**src/logic/adc_pkg.sv**
```systemverilog
// constants, types and carriers shared by the converter control logic
// assumes one clock at 250 MHz and an apb master on the register side
package adc_pkg;
    // clock and timing
    localparam int CLK_PERIOD_NS = 4;
    localparam int SETTLE_NS = 1000; // plain default, settle time in ns
    localparam int SETTLE_CYCLES = (SETTLE_NS + CLK_PERIOD_NS - 1)
        / CLK_PERIOD_NS;
    localparam int SAMPLE_TICKS = 2;
    localparam int STEP_TICKS = 2;
    // widths
    localparam int RES_W = 10;
    localparam int CH_W = 4;
    localparam int ADDR_W = 12;
    localparam int DATA_W = 32;
    localparam int ADDR_LSB = 2;
    localparam int IDX_W = ADDR_W - ADDR_LSB;
    // register indices; byte address is four times the index
    localparam logic [IDX_W-1:0] IDX_CSR = 10'h070;
    localparam logic [IDX_W-1:0] IDX_UPPER = 10'h071;
    localparam logic [IDX_W-1:0] IDX_LOWER = 10'h072;
    // control/status layout
    localparam int CSR_EOC_BIT = 7;
    localparam int CSR_SPEED_BIT = 6;
    localparam int CSR_ON_BIT = 5;
    localparam int CSR_RSVD_BIT = 4;
    localparam int CSR_CH_LSB = 0;
    localparam int REG_W = 8;
    localparam logic [REG_W-1:0] CSR_RESET = 8'h00;
    // result layout
    localparam int UPPER_LSB = 2;
    localparam logic [RES_W-1:0] RESULT_RESET = 10'h000;
    localparam logic [RES_W-1:0] SAR_FIRST = 10'h200;
    // divider terminal counts
    localparam logic [1:0] DIV_SLOW_LAST = 2'h3;
    localparam logic [1:0] DIV_FAST_LAST = 2'h1;

    typedef enum logic [1:0] {
        MODE_OFF = 2'b00,
        MODE_SETTLE = 2'b01,
        MODE_SAMPLE = 2'b10,
        MODE_CONVERT = 2'b11
    } conv_mode_t;

    typedef struct packed {
        logic psel;
        logic penable;
        logic pwrite;
        logic [ADDR_W-1:0] paddr;
        logic [DATA_W-1:0] pwdata;
    } apb_req_t;

    typedef struct packed {
        logic pready;
        logic [DATA_W-1:0] prdata;
        logic pslverr;
    } apb_rsp_t;

    typedef struct packed {
        logic enable;
        logic sample;
        logic [CH_W-1:0] channel;
        logic [RES_W-1:0] trial;
    } afe_ctrl_t;
endpackage : adc_pkg

```
**src/logic/adc_sync2.sv**
```systemverilog
// two flip-flop synchroniser for one asynchronous level
// assumes the input toggles slowly compared with the clock
module adc_sync2 (
    // clock and reset
    input wire logic clock,
    input wire logic rstn,
    // level in and out
    input wire logic async_in,
    output logic sync_out
);
    typedef struct packed {
        logic s1;
        logic s2;
    } sync_state_t;

    sync_state_t q;
    sync_state_t d;

    // only the second stage is read; the first may be metastable
    always_comb
    begin
        d = q;
        d.s1 = async_in;
        d.s2 = q.s1;
    end

    always_ff @(posedge clock or negedge rstn)
    begin
        if (!rstn)
            q <= '0;
        else
            q <= d;
    end

    assign sync_out = q.s2;
endmodule : adc_sync2

```
**src/logic/adc_clk_div.sv**
```systemverilog
// converter clock enable: one-cycle tick every four or two cpu cycles
// assumes enable and fast come from flip-flops on the same clock
module adc_clk_div (
    // clock and reset
    input wire logic clock,
    input wire logic rstn,
    // control
    input wire logic enable,
    input wire logic fast,
    // converter clock enable pulse
    output logic tick
);
    typedef struct packed {
        logic [1:0] cnt;
        logic tick;
    } div_state_t;

    div_state_t q;
    div_state_t d;
    logic [1:0] last;

    // counter held at zero while off so the first tick is a full period
    always_comb
    begin
        d = q;
        last = fast ? adc_pkg::DIV_FAST_LAST : adc_pkg::DIV_SLOW_LAST;
        d.tick = 1'b0;
        if (!enable)
            d.cnt = 2'h0;
        else if (q.cnt >= last)
        begin
            // >= lets a slow-to-fast switch wrap at once
            d.cnt = 2'h0;
            d.tick = 1'b1;
        end
        else
            d.cnt = q.cnt + 2'h1;
    end

    always_ff @(posedge clock or negedge rstn)
    begin
        if (!rstn)
            q <= '0;
        else
            q <= d;
    end

    assign tick = q.tick;
endmodule : adc_clk_div

```
**src/logic/sar_adc_control_logic.sv**
```systemverilog
// control, status and sequencing for a 10-bit successive approximation
// converter, reached over apb; drives the channel mux and the trial code
// assumes an asynchronous comparator output and same-clock power mode levels
module sar_adc_control_logic #(
    parameter int SAMPLE_TICKS = adc_pkg::SAMPLE_TICKS,
    parameter int STEP_TICKS = adc_pkg::STEP_TICKS,
    parameter int SETTLE_CYCLES = adc_pkg::SETTLE_CYCLES
) (
    // clock and reset
    input wire logic clock,
    input wire logic rstn,
    // register bus
    input wire adc_pkg::apb_req_t apb_req,
    output adc_pkg::apb_rsp_t apb_rsp,
    // low power modes from the system controller
    input wire logic wait_mode,
    input wire logic halt_mode,
    // analog front end
    input wire logic comp_above,
    output adc_pkg::afe_ctrl_t afe
);
    localparam int CW = adc_pkg::CH_W;
    localparam int RW = adc_pkg::RES_W;
    localparam int UL = adc_pkg::UPPER_LSB;
    localparam logic [3:0] SAMPLE_LAST = 4'(SAMPLE_TICKS - 1);
    localparam logic [3:0] STEP_LAST = 4'(STEP_TICKS - 1);
    localparam logic [11:0] SETTLE_LAST = 12'(SETTLE_CYCLES - 1);
    localparam logic [3:0] BIT_TOP = 4'(RW - 1);

    // a step must span the synchroniser latency even at the fast rate
    if (SAMPLE_TICKS < 1 || SAMPLE_TICKS > 16)
        $error("SAMPLE_TICKS out of range");
    if (STEP_TICKS < 2 || STEP_TICKS > 16)
        $error("STEP_TICKS out of range");
    if (SETTLE_CYCLES < 1 || SETTLE_CYCLES > 4096)
        $error("SETTLE_CYCLES out of range");

    typedef struct packed {
        adc_pkg::conv_mode_t mode;
        logic [3:0] tick_cnt;
        logic [3:0] bit_idx;
        logic [RW-1:0] trial;
        logic [RW-1:0] result;
        logic eoc;
        logic speed;
        logic on;
        logic [CW-1:0] ch;
        logic need_settle;
        logic [11:0] settle_cnt;
        logic afe_en;
        logic sample;
        logic pready;
        logic pslverr;
        logic [adc_pkg::DATA_W-1:0] prdata;
    } ctl_state_t;

    ctl_state_t q;
    ctl_state_t d;
    logic tick;
    logic comp_s;
    logic acc;
    logic wr;
    logic rd;
    logic hit_csr;
    logic hit_upper;
    logic hit_lower;
    logic mapped;
    logic chan_change;
    logic eoc_set;
    logic [RW-1:0] fin;

    // true when an aligned byte address selects the given register index
    function automatic logic is_reg(
        input logic [adc_pkg::ADDR_W-1:0] addr,
        input logic [adc_pkg::IDX_W-1:0] idx
    );
        is_reg = (addr[adc_pkg::ADDR_LSB-1:0] == '0)
            && (addr[adc_pkg::ADDR_W-1:adc_pkg::ADDR_LSB] == idx);
    endfunction : is_reg

    // one approximation step: drop the bit on a low compare, try the next;
    // a comparator stuck high ends at all ones, stuck low at zero
    function automatic logic [RW-1:0] sar_next(
        input logic [RW-1:0] trial,
        input logic [3:0] idx,
        input logic keep
    );
        logic [RW-1:0] t;
        t = trial;
        if (!keep)
            t[idx] = 1'b0;
        if (idx != 4'h0)
            t[4'(idx - 4'h1)] = 1'b1;
        sar_next = t;
    endfunction : sar_next

    // comparator answer crosses from the analog side
    adc_sync2 u_comp_sync (
        .clock(clock),
        .rstn(rstn),
        .async_in(comp_above),
        .sync_out(comp_s)
    );

    // converter clock enable follows the speed bit
    adc_clk_div u_div (
        .clock(clock),
        .rstn(rstn),
        .enable(q.afe_en),
        .fast(q.speed),
        .tick(tick)
    );

    // address decode and access qualification
    assign hit_csr = is_reg(apb_req.paddr, adc_pkg::IDX_CSR);
    assign hit_upper = is_reg(apb_req.paddr, adc_pkg::IDX_UPPER);
    assign hit_lower = is_reg(apb_req.paddr, adc_pkg::IDX_LOWER);
    assign mapped = hit_csr | hit_upper | hit_lower;
    assign acc = apb_req.psel & apb_req.penable & q.pready;
    assign wr = acc & apb_req.pwrite;
    assign rd = acc & ~apb_req.pwrite;
    assign chan_change = wr & hit_csr
        & (apb_req.pwdata[adc_pkg::CSR_CH_LSB +: CW] != q.ch);

    // bus slave, register file and conversion sequencer
    always_comb
    begin
        d = q;
        eoc_set = 1'b0;
        fin = sar_next(q.trial, q.bit_idx, comp_s);
        // no wait state; read data is registered during the setup phase so it comes from a flip-flop
        d.pready = apb_req.psel & ~apb_req.penable & ~q.pready;
        d.pslverr = 1'b0;
        if (d.pready)
        begin
            d.prdata = '0;
            d.pslverr = ~mapped;
            if (hit_csr)
            begin
                d.prdata[adc_pkg::CSR_EOC_BIT] = q.eoc;
                d.prdata[adc_pkg::CSR_SPEED_BIT] = q.speed;
                d.prdata[adc_pkg::CSR_ON_BIT] = q.on;
                d.prdata[adc_pkg::CSR_CH_LSB +: CW] = q.ch;
            end
            if (hit_upper)
                d.prdata[RW-UL-1:0] = q.result[RW-1:UL];
            if (hit_lower)
                d.prdata[UL-1:0] = q.result[UL-1:0];
        end
        // any control write clears the flag; other bits store, reserved bit stays zero
        if (wr && hit_csr)
        begin
            d.speed = apb_req.pwdata[adc_pkg::CSR_SPEED_BIT];
            d.on = apb_req.pwdata[adc_pkg::CSR_ON_BIT];
            d.ch = apb_req.pwdata[adc_pkg::CSR_CH_LSB +: CW];
            d.eoc = 1'b0;
        end
        if (rd && hit_upper)
            d.eoc = 1'b0;
        // sequencer; wait mode is deliberately not looked at
        unique case (q.mode)
            adc_pkg::MODE_OFF:
            begin
                d.tick_cnt = 4'h0;
                d.settle_cnt = 12'h000;
                if (q.on)
                    d.mode = q.need_settle ? adc_pkg::MODE_SETTLE
                        : adc_pkg::MODE_SAMPLE;
            end
            adc_pkg::MODE_SETTLE:
            begin
                // results are held back until the bias has settled
                d.settle_cnt = q.settle_cnt + 12'h001;
                if (q.settle_cnt == SETTLE_LAST)
                begin
                    d.mode = adc_pkg::MODE_SAMPLE;
                    d.need_settle = 1'b0;
                end
            end
            adc_pkg::MODE_SAMPLE:
            begin
                if (tick)
                begin
                    d.tick_cnt = q.tick_cnt + 4'h1;
                    if (q.tick_cnt == SAMPLE_LAST)
                    begin
                        d.mode = adc_pkg::MODE_CONVERT;
                        d.tick_cnt = 4'h0;
                        d.bit_idx = BIT_TOP;
                        d.trial = adc_pkg::SAR_FIRST;
                    end
                end
            end
            adc_pkg::MODE_CONVERT:
            begin
                if (tick)
                begin
                    d.tick_cnt = q.tick_cnt + 4'h1;
                    if (q.tick_cnt == STEP_LAST)
                    begin
                        d.tick_cnt = 4'h0;
                        d.trial = fin;
                        d.bit_idx = 4'(q.bit_idx - 4'h1);
                        if (q.bit_idx == 4'h0)
                        begin
                            d.mode = adc_pkg::MODE_SAMPLE;
                            eoc_set = 1'b1;
                        end
                    end
                end
            end
        endcase
        // power and restart overrides, strongest first
        if (halt_mode)
        begin
            d.mode = adc_pkg::MODE_OFF;
            d.need_settle = 1'b1;
            eoc_set = 1'b0;
        end
        else if (!d.on)
        begin
            d.mode = adc_pkg::MODE_OFF;
            eoc_set = 1'b0;
        end
        else if (chan_change && (q.mode == adc_pkg::MODE_SAMPLE
            || q.mode == adc_pkg::MODE_CONVERT))
        begin
            d.mode = adc_pkg::MODE_SAMPLE;
            d.tick_cnt = 4'h0;
            eoc_set = 1'b0;
        end
        // a finishing conversion beats a same-cycle clear of the flag
        if (eoc_set)
        begin
            d.result = fin;
            d.eoc = 1'b1;
        end
        d.afe_en = (d.mode != adc_pkg::MODE_OFF);
        d.sample = (d.mode == adc_pkg::MODE_SAMPLE);
    end

    always_ff @(posedge clock or negedge rstn)
    begin
        if (!rstn)
        begin
            q <= '0;
            q.mode <= adc_pkg::MODE_OFF;
            q.result <= adc_pkg::RESULT_RESET;
            {q.eoc, q.speed, q.on} <= 3'h0;
        end
        else
            q <= d;
    end

    // outputs straight from the state register
    assign apb_rsp = '{pready: q.pready, prdata: q.prdata,
        pslverr: q.pslverr};
    assign afe = '{enable: q.afe_en, sample: q.sample, channel: q.ch,
        trial: q.trial};
endmodule : sar_adc_control_logic

```
**config.mk**
```make
export PLATFORM = sky130hd
export DESIGN_NAME = sar_adc_control_logic
export DESIGN_NICKNAME = d
export VERILOG_FILES = /design/src/logic/adc_pkg.sv /design/src/logic/adc_sync2.sv /design/src/logic/adc_clk_div.sv /design/src/logic/sar_adc_control_logic.sv
export SDC_FILE = /design/constraint.sdc
export NUM_CORES = 1
export LEC_CHECK = 0
export ABC_AREA = 1
export BUFFER_PORTS_ARGS = -buffer_cell sky130_fd_sc_hd__buf_2
export CORE_UTILIZATION = 25
export CTS_BUF_LIST = sky130_fd_sc_hd__clkbuf_16
export CTS_CLUSTER_DIAMETER = 150
export DETAILED_ROUTE_END_ITERATION = 8
export PLACE_DENSITY = 0.46
export SYNTH_ARGS = -nofsm -noshare
export SYNTH_HDL_FRONTEND = slang
export SYNTH_SLANG_ARGS = --single-unit
```
**constraint.sdc**
```tcl
create_clock -name clock -period 1.5 [get_ports clock]
set_input_delay 0.075 -clock clock [delete_from_list [all_inputs] [get_ports clock]]
set_output_delay 0.075 -clock clock [all_outputs]
set_load 0.03 [all_outputs]
```
==> run metrics, run 1 <==
setup-violating endpoint count in the final report 10; Nets 654; mean post-synth cell area 7.83 um2; maximum operating frequency 655 MHz; final setup skew 0.00600 ns; buffering stage count on the worst path with inverters included 2; number of failing hold endpoints at the final stage 0; slowest cell delay on critical path 0.38 ns; Row Count 46; largest family of logic cells by synthesized area simple AND/OR/NAND/NOR gates; met3 track demand over resource 0.0326; critical path peak fanout 6; tightest hold margin 0.0280 ns; number of routed nets with antenna violations 0; final instance area 5070 um2; number of DRC markers after the initial detailed-route iteration 141; category of cells accounting for the largest share of critical-path delay simple AND/OR/NAND/NOR gates; crit path launch type register; share of final-layout standard cells stronger than drive strength 1 0.304; via count of the first global-routing pass 3160; startpoint of the worst register-to-register path q[81]; class of the most critical hold timing path input port to register; Mapped Cells 515; data required time at the worst endpoint 1.72 ns; Yosys cell types 38; number of sinks on the clock net 67; Critical Path Sink Type register; Slowest-stage cell, CP sky130_fd_sc_hd__dfrtp_1; Max-Cap Viols 0; worst-case vdd ir drop 0.553 mV; Antenna Diode Count 0; number of top-level pins 102; met1 usage 0.150; Synth Flop Type sky130_fd_sc_hd__dfrtp_1; met2 capacity usage during global routing 0.195; root buffer selected by CTS sky130_fd_sc_hd__clkbuf_16; number of warning messages in the yosys log 0; register bit total from synthesis 67; number of antenna violations at the first check in global routing 0; clock latency on the worst-skew pair 0.33 ns; area overhead of the layout relative to synthesis 25.7%; critical path arrival 1.74 ns; post-detailed-placement half-perimeter wirelength 7000 um; power density over the cells 969 nW/um2; worst setup margin -0.0256 ns; total vias in the final route 3250; total clock buffers created by CTS 9; Worst Setup SP q[81]; global-route congestion overflow total 0; GRT Overall Usage 0.119; number of optimization iterations in the first detailed-route pass 4; routability congestion estimate 0.842; sequential fraction of the synthesis area 0.416; count of placed standard cells in the final layout, fillers left out 811; Leakage Power 2.65 nW; Period Utilization, post-route 1.02; post-synthesis adder-cell area fraction 0.0372; failing checks negative setup slack; TritonCTS clock tree yes; core area 15800 um2; placed standard-cell area 4510 um2; total instance count after detailed placement 785; outcome complete, but fails checks; clock-pin slew on the worst setup and hold paths 0.06 ns; unrepaired setup endpoints after global routing yes; die height 129 um; busiest grt layer met2; per-cell via count in the routed design 4.01; H-tree lvl count 3; simple-gate share of the synthesized area 0.280; Setup WS pre-CTS -0.0776 ns; clock buffer depth 2; effective utilization at floorplan 0.255; total DRC errors in the routed layout 0; shortest clock period the worst path allows after layout 1.53 ns; largest net degree at the start of global routing 35; commonest cells after routing, fill and taps aside sky130_fd_sc_hd__nand2_1, sky130_fd_sc_hd__dfrtp_1, sky130_fd_sc_hd__inv_1; Pins Over Slew Limit 0; overall die area 16600 um2; routed len/inst 11.5 um; startpoint of the most critical hold path halt_mode; leading cell type in the layout, fill and taps excluded sky130_fd_sc_hd__nand2_1; Total Power Consumption 4.91 mW; Synth Area in Compound Gates 0.0751; worst-path cell chain inv_1, ha_2, nand4_4, nor2_4, nand4_2, nor2_4, buf_4, nand2_8, nand2_2, nand2_2; DIE WIDTH 129 um; number of enable flip-flop cells after synthesis 0; Routed WL 9320 um; number of port buffers 50; netlist area before placement 4030 um2; xor and xnor fraction of the mapped netlist area 0.0174; Post-synth ARST share 1.00; mux contribution to synthesized area 0; path type of the worst setup path register to register; global-route wire length before repair 15300 um
## report_power, final
| group | total, mW | switching (mW) | internal (mW) |
|---|---|---|---|
| combinational | 0.519 | 0.340 | 0.179 |
| clock | 2.44 | 0.815 | 1.62 |
| sequential | 1.96 | 0.0695 | 1.89 |
## final timing paths
path	endpoint	slack, ns	cells after the start
worst max-delay path	q[64]	-0.03	10
worst min-delay path	q[48]	0.03	3
worst max register to register	q[64]	-0.03	10
worst min register to register	u_comp_sync.sync_out	0.35	0
max in group asynchronous	q[78]	0.79	3
min in group asynchronous	afe[13]	0.07	2
## per-layer routing
metal	up-vias	wire, um
met5	-	0
met4	0	69
met3	2	378
met2	60	4430
met1	1494	4440
li1	1694	-
## registers in the layout, summed over array words and instances, names as in the netlist
name / count
q: 36
apb_rsp: 10
u_comp_sync.sync_out: 1
u_div.q: 2
u_comp_sync.d: 1
u_div.tick: 1
afe: 16
## stage by stage
| step | setup TNS, ns | util |
|---|---|---|
| after detailed placement | -0.836 | 0.285 |
| after global routing | -2.69 | 0.320 |
| after CTS | -0.156 | 0.311 |
| after global placement | -0.719 | 0.285 |
| after floorplan | 0 | - |
| final | -0.162 | 0.320 |
## timing repair
action / 4_1_cts / 5_1_grt
gates resized for setup: 8 / 30
hold buffers: 3 / 0
pin swaps: 2 / 8
gates cloned: 0 / 2
buffers inserted: 1 / 4
endpoints found under the setup margin: 19 / 34
endpoints found under the hold margin: 69 / 0
## kinds of logic after synthesis
logic type	count (synthesis)
buffers and inverters	127
other	1
xor gates and xnor gates	8
DFF	67
adders and majority gates	12
and+or+nand+nor	247
AOI/OAI and AO/OA	53
## cell type report
cell class | instances | area (um2)
Fill cell | 1664 | 10800
Multi-Input combinational cell | 345 | 1870
Sequential cell | 67 | 1680
Timing Repair Buffer | 97 | 631
Tap cell | 216 | 270
Inverter | 69 | 268
Clock buffer | 9 | 225
Clock inverter | 7 | 116
Timing Repair inverter | 1 | 7.51
## worst min-delay path: stages
cell	delay, ns
sky130_fd_sc_hd__buf_2	0.07
sky130_fd_sc_hd__inv_1	0.09
sky130_fd_sc_hd__nand2_1	0.08
## cells in the mapped netlist (2+ instances only)
| cell type | count | area share |
|---|---|---|
| sky130_fd_sc_hd__buf_2 | 2 | 0.0025 |
| sky130_fd_sc_hd__nor3_1 | 8 | 0.0099 |
| sky130_fd_sc_hd__nor2_2 | 5 | 0.0078 |
| sky130_fd_sc_hd__ha_1 | 12 | 0.037 |
| sky130_fd_sc_hd__inv_2 | 8 | 0.0074 |
| sky130_fd_sc_hd__nor2_1 | 47 | 0.044 |
| sky130_fd_sc_hd__nor2_4 | 3 | 0.0084 |
| sky130_fd_sc_hd__a31oi_1 | 2 | 0.0031 |
| sky130_fd_sc_hd__nand2_1 | 141 | 0.13 |
| sky130_fd_sc_hd__o22ai_1 | 8 | 0.012 |
| sky130_fd_sc_hd__nand3_2 | 2 | 0.0050 |
| sky130_fd_sc_hd__buf_6 | 3 | 0.0084 |
| sky130_fd_sc_hd__xnor2_1 | 3 | 0.0065 |
| sky130_fd_sc_hd__nand4_2 | 3 | 0.0093 |
| sky130_fd_sc_hd__o21ai_1 | 3 | 0.0037 |
| sky130_fd_sc_hd__nand3_1 | 16 | 0.020 |
| sky130_fd_sc_hd__o21ai_0 | 23 | 0.029 |
| sky130_fd_sc_hd__nand2_2 | 13 | 0.020 |
| sky130_fd_sc_hd__a21boi_0 | 3 | 0.0056 |
| sky130_fd_sc_hd__buf_4 | 52 | 0.097 |
| sky130_fd_sc_hd__dfrtp_1 | 67 | 0.42 |
| sky130_fd_sc_hd__inv_1 | 60 | 0.056 |
| sky130_fd_sc_hd__nand4_1 | 4 | 0.0062 |
| sky130_fd_sc_hd__a22oi_1 | 2 | 0.0037 |
| sky130_fd_sc_hd__a21oi_1 | 8 | 0.0099 |
| sky130_fd_sc_hd__xor2_1 | 5 | 0.011 |
(Power assumes the default switching activity.)
==> inputs of run 2 (changes only) <==
--- a/config.mk
+++ b/config.mk
@@ -7,6 +7,7 @@
 export LEC_CHECK = 0
 export ABC_AREA = 1
 export BUFFER_PORTS_ARGS = -buffer_cell sky130_fd_sc_hd__buf_2
+export CORE_ASPECT_RATIO = 2
 export CORE_UTILIZATION = 25
 export CTS_BUF_LIST = sky130_fd_sc_hd__clkbuf_16
 export CTS_CLUSTER_DIAMETER = 150
==> run metrics, run 2 (synthesized netlist as in run 1, its figures left out) <==
outcome complete, no violations; sequential standard cell area 1680 um2 (+0.22%); number of sinks on the clock net 67 (unchanged); per-cell via count in the routed design 4.20 (+4.8%); Row Count 65 (+41%); path type of the worst setup path register to register; die height 182 um (+41%); placed standard-cell area 4510 um2 (about the same); unrepaired setup endpoints after global routing yes; effective utilization at floorplan 0.256 (+0.000808); Critical Path Sink Type register; Pins Over Slew Limit 0 (unchanged); clock buffer depth 2 (unchanged); Routed WL 9670 um (+3.7%); number of antenna violations at the first check in global routing 0 (unchanged); Total Power Consumption 4.46 mW (-9.1%); number of optimization iterations in the first detailed-route pass 4 (unchanged); count of placed standard cells in the final layout, fillers left out 805 (-0.74%); setup-violating endpoint count in the final report 0 (-10); number of routed nets with antenna violations 0 (unchanged); H-tree lvl count 3 (unchanged); flip-flop count of the largest register, all copies and words added 36 (unchanged); total DRC errors in the routed layout 0 (unchanged); worst setup margin 0.0165 ns (+0.0421 ns); shortest clock period the worst path allows after layout 1.48 ns (-0.0421 ns); number of DRC markers after the initial detailed-route iteration 112 (-21%); maximum operating frequency 674 MHz (+2.8%); Total Neg Setup Slack 0 ns (+0.162 ns); data required time at the worst endpoint 1.72 ns (about the same); area overhead of the layout relative to synthesis 29.6%; worst-case vdd ir drop 0.402 mV (-27%); startpoint of the worst register-to-register path q[81]; critical path peak fanout 11 (+5); leading cell type in the layout, fill and taps excluded sky130_fd_sc_hd__nand2_1; slew at the pin with the worst max-slew slack 0.630 ns; number of failing hold endpoints at the final stage 0 (unchanged); final instance area 5230 um2 (+3.1%); share of final-layout standard cells stronger than drive strength 1 0.358 (+0.0534); power density over the cells 854 nW/um2 (-12%); post-detailed-placement half-perimeter wirelength 7330 um (+4.7%); global-route congestion overflow total 0 (unchanged); crit path launch type register; total area of multi-input combinational cells 2000 um2 (+7.0%); Period Utilization, post-route 0.989 (-0.0281); Antenna Diode Count 0 (unchanged); startpoint of the most critical hold path halt_mode; commonest cells after routing, fill and taps aside sky130_fd_sc_hd__nand2_1, sky130_fd_sc_hd__dfrtp_1, sky130_fd_sc_hd__inv_1; Nets 664 (+1.5%); number of filler cells placed in the layout 1679 (+0.90%); GRT Overall Usage 0.123 (+0.00390); critical path arrival 1.70 ns (-0.04 ns); routability congestion estimate 0.804 (-4.6%); clock latency on the worst-skew pair 0.33 ns (about the same); routed len/inst 12.0 um (+4.5%); total clock buffers created by CTS 9 (unchanged); total instance count after detailed placement 772 (-1.7%); number of port buffers 50 (unchanged); global-route wire length before repair 16000 um (+4.4%); total vias in the final route 3382 (+4.1%); register containing the most flip-flops in the final layout q; class of the most critical hold timing path input port to register; number of top-level pins 102 (unchanged); Setup WS pre-CTS -0.0851 ns (-0.00750 ns); largest net degree at the start of global routing 48 (+37%); DIE WIDTH 91.8 um (-29%); root buffer selected by CTS sky130_fd_sc_hd__clkbuf_16; Leakage Power 2.69 nW (+1.4%); final setup skew 0.00743 ns (+0.00143 ns); core area 15800 um2 (-0.32%); via count of the first global-routing pass 3408 (+7.8%); clock-pin slew on the worst setup and hold paths 0.05 ns (about the same); Max-Cap Viols 0 (unchanged); Worst Setup SP q[81]; worst slew margin relative to its limit 0.580; TritonCTS clock tree yes; overall die area 16700 um2 (+0.18%)
[run 2: changes by cell type in the layout (fill, tap and decap cells not counted), sizes merged]
cell	previous run	this run
buf	94	105
bufinv	3	1
nand2	156	155
clkinvlp	3	2
inv	68	70
[run 2: final cells by class]
type                            instances  share of cell area
Multi-Input combinational cell        344               0.383
Sequential cell                        67               0.322
Timing Repair Buffer                  108               0.141
Inverter                               69              0.0517
Tap cell                              201              0.0481
Clock buffer                            9              0.0431
Clock inverter                          6             0.00957
Timing Repair inverter                  1             0.00144
[run 2: critical path: stages (launching register included)]
cell and delay (ns):
sky130_fd_sc_hd__dfrtp_1 0.39, sky130_fd_sc_hd__inv_2 0.07, sky130_fd_sc_hd__ha_4 0.13, sky130_fd_sc_hd__nand4_4 0.09
sky130_fd_sc_hd__nor2_4 0.17, sky130_fd_sc_hd__nand4_4 0.10, sky130_fd_sc_hd__nor2_4 0.11, sky130_fd_sc_hd__nand2_2 0.07
sky130_fd_sc_hd__buf_12 0.15, sky130_fd_sc_hd__nand2_2 0.05, sky130_fd_sc_hd__nand2_1 0.04
[run 2: what timing repair did]
| item | in CTS | in global routing |
|---|---|---|
| pin swaps | 8 | 16 |
| hold buffers | 3 | 0 |
| hold endpoints to repair | 69 | 0 |
| setup buffers | 7 | 7 |
| gates cloned | 0 | 1 |
| resized for setup | 23 | 62 |
| endpoints found under the setup margin | 28 | 34 |
[run 2: worst paths after layout]
kind | end | slack [ns] | cells after the start
max reg2reg | q[59] | 0.02 | 10
min | q[48] | 0.03 | 3
min reg2reg | u_comp_sync.sync_out | 0.35 | 0
max | q[59] | 0.02 | 10
max in group asynchronous | q[78] | 0.61 | 3
min in group asynchronous | q[47] | 0.29 | 3
[run 2: power breakdown]
part	switching (mW)	total, mW	internal [mW]
registers	0.0734	1.96	1.89
clock network	0.738	1.99	1.25
logic	0.336	0.516	0.179
[run 2: stage by stage]
| stage | util | hold slack, ns |
|---|---|---|
| floorplan | - | -0.221 |
| global placement | 0.286 | 0.100 |
| detailed placement | 0.286 | 0.101 |
| CTS | 0.315 | 0.00314 |
| global route | 0.331 | 0.0507 |
| finish | 0.331 | 0.0304 |
[run 2: routing by layer]
metal / routed length, um / vias to the layer above / GRT usage / part of all wire
met1: 3620 / 1583 / 0.122 / 0.37
li1: - / 1696 / - / -
met5: 0 / - / 0 / 0
met2: 5360 / 77 / 0.238 / 0.55
met4: 376 / 0 / 0.0625 / 0.039
met3: 309 / 26 / 0.0201 / 0.032
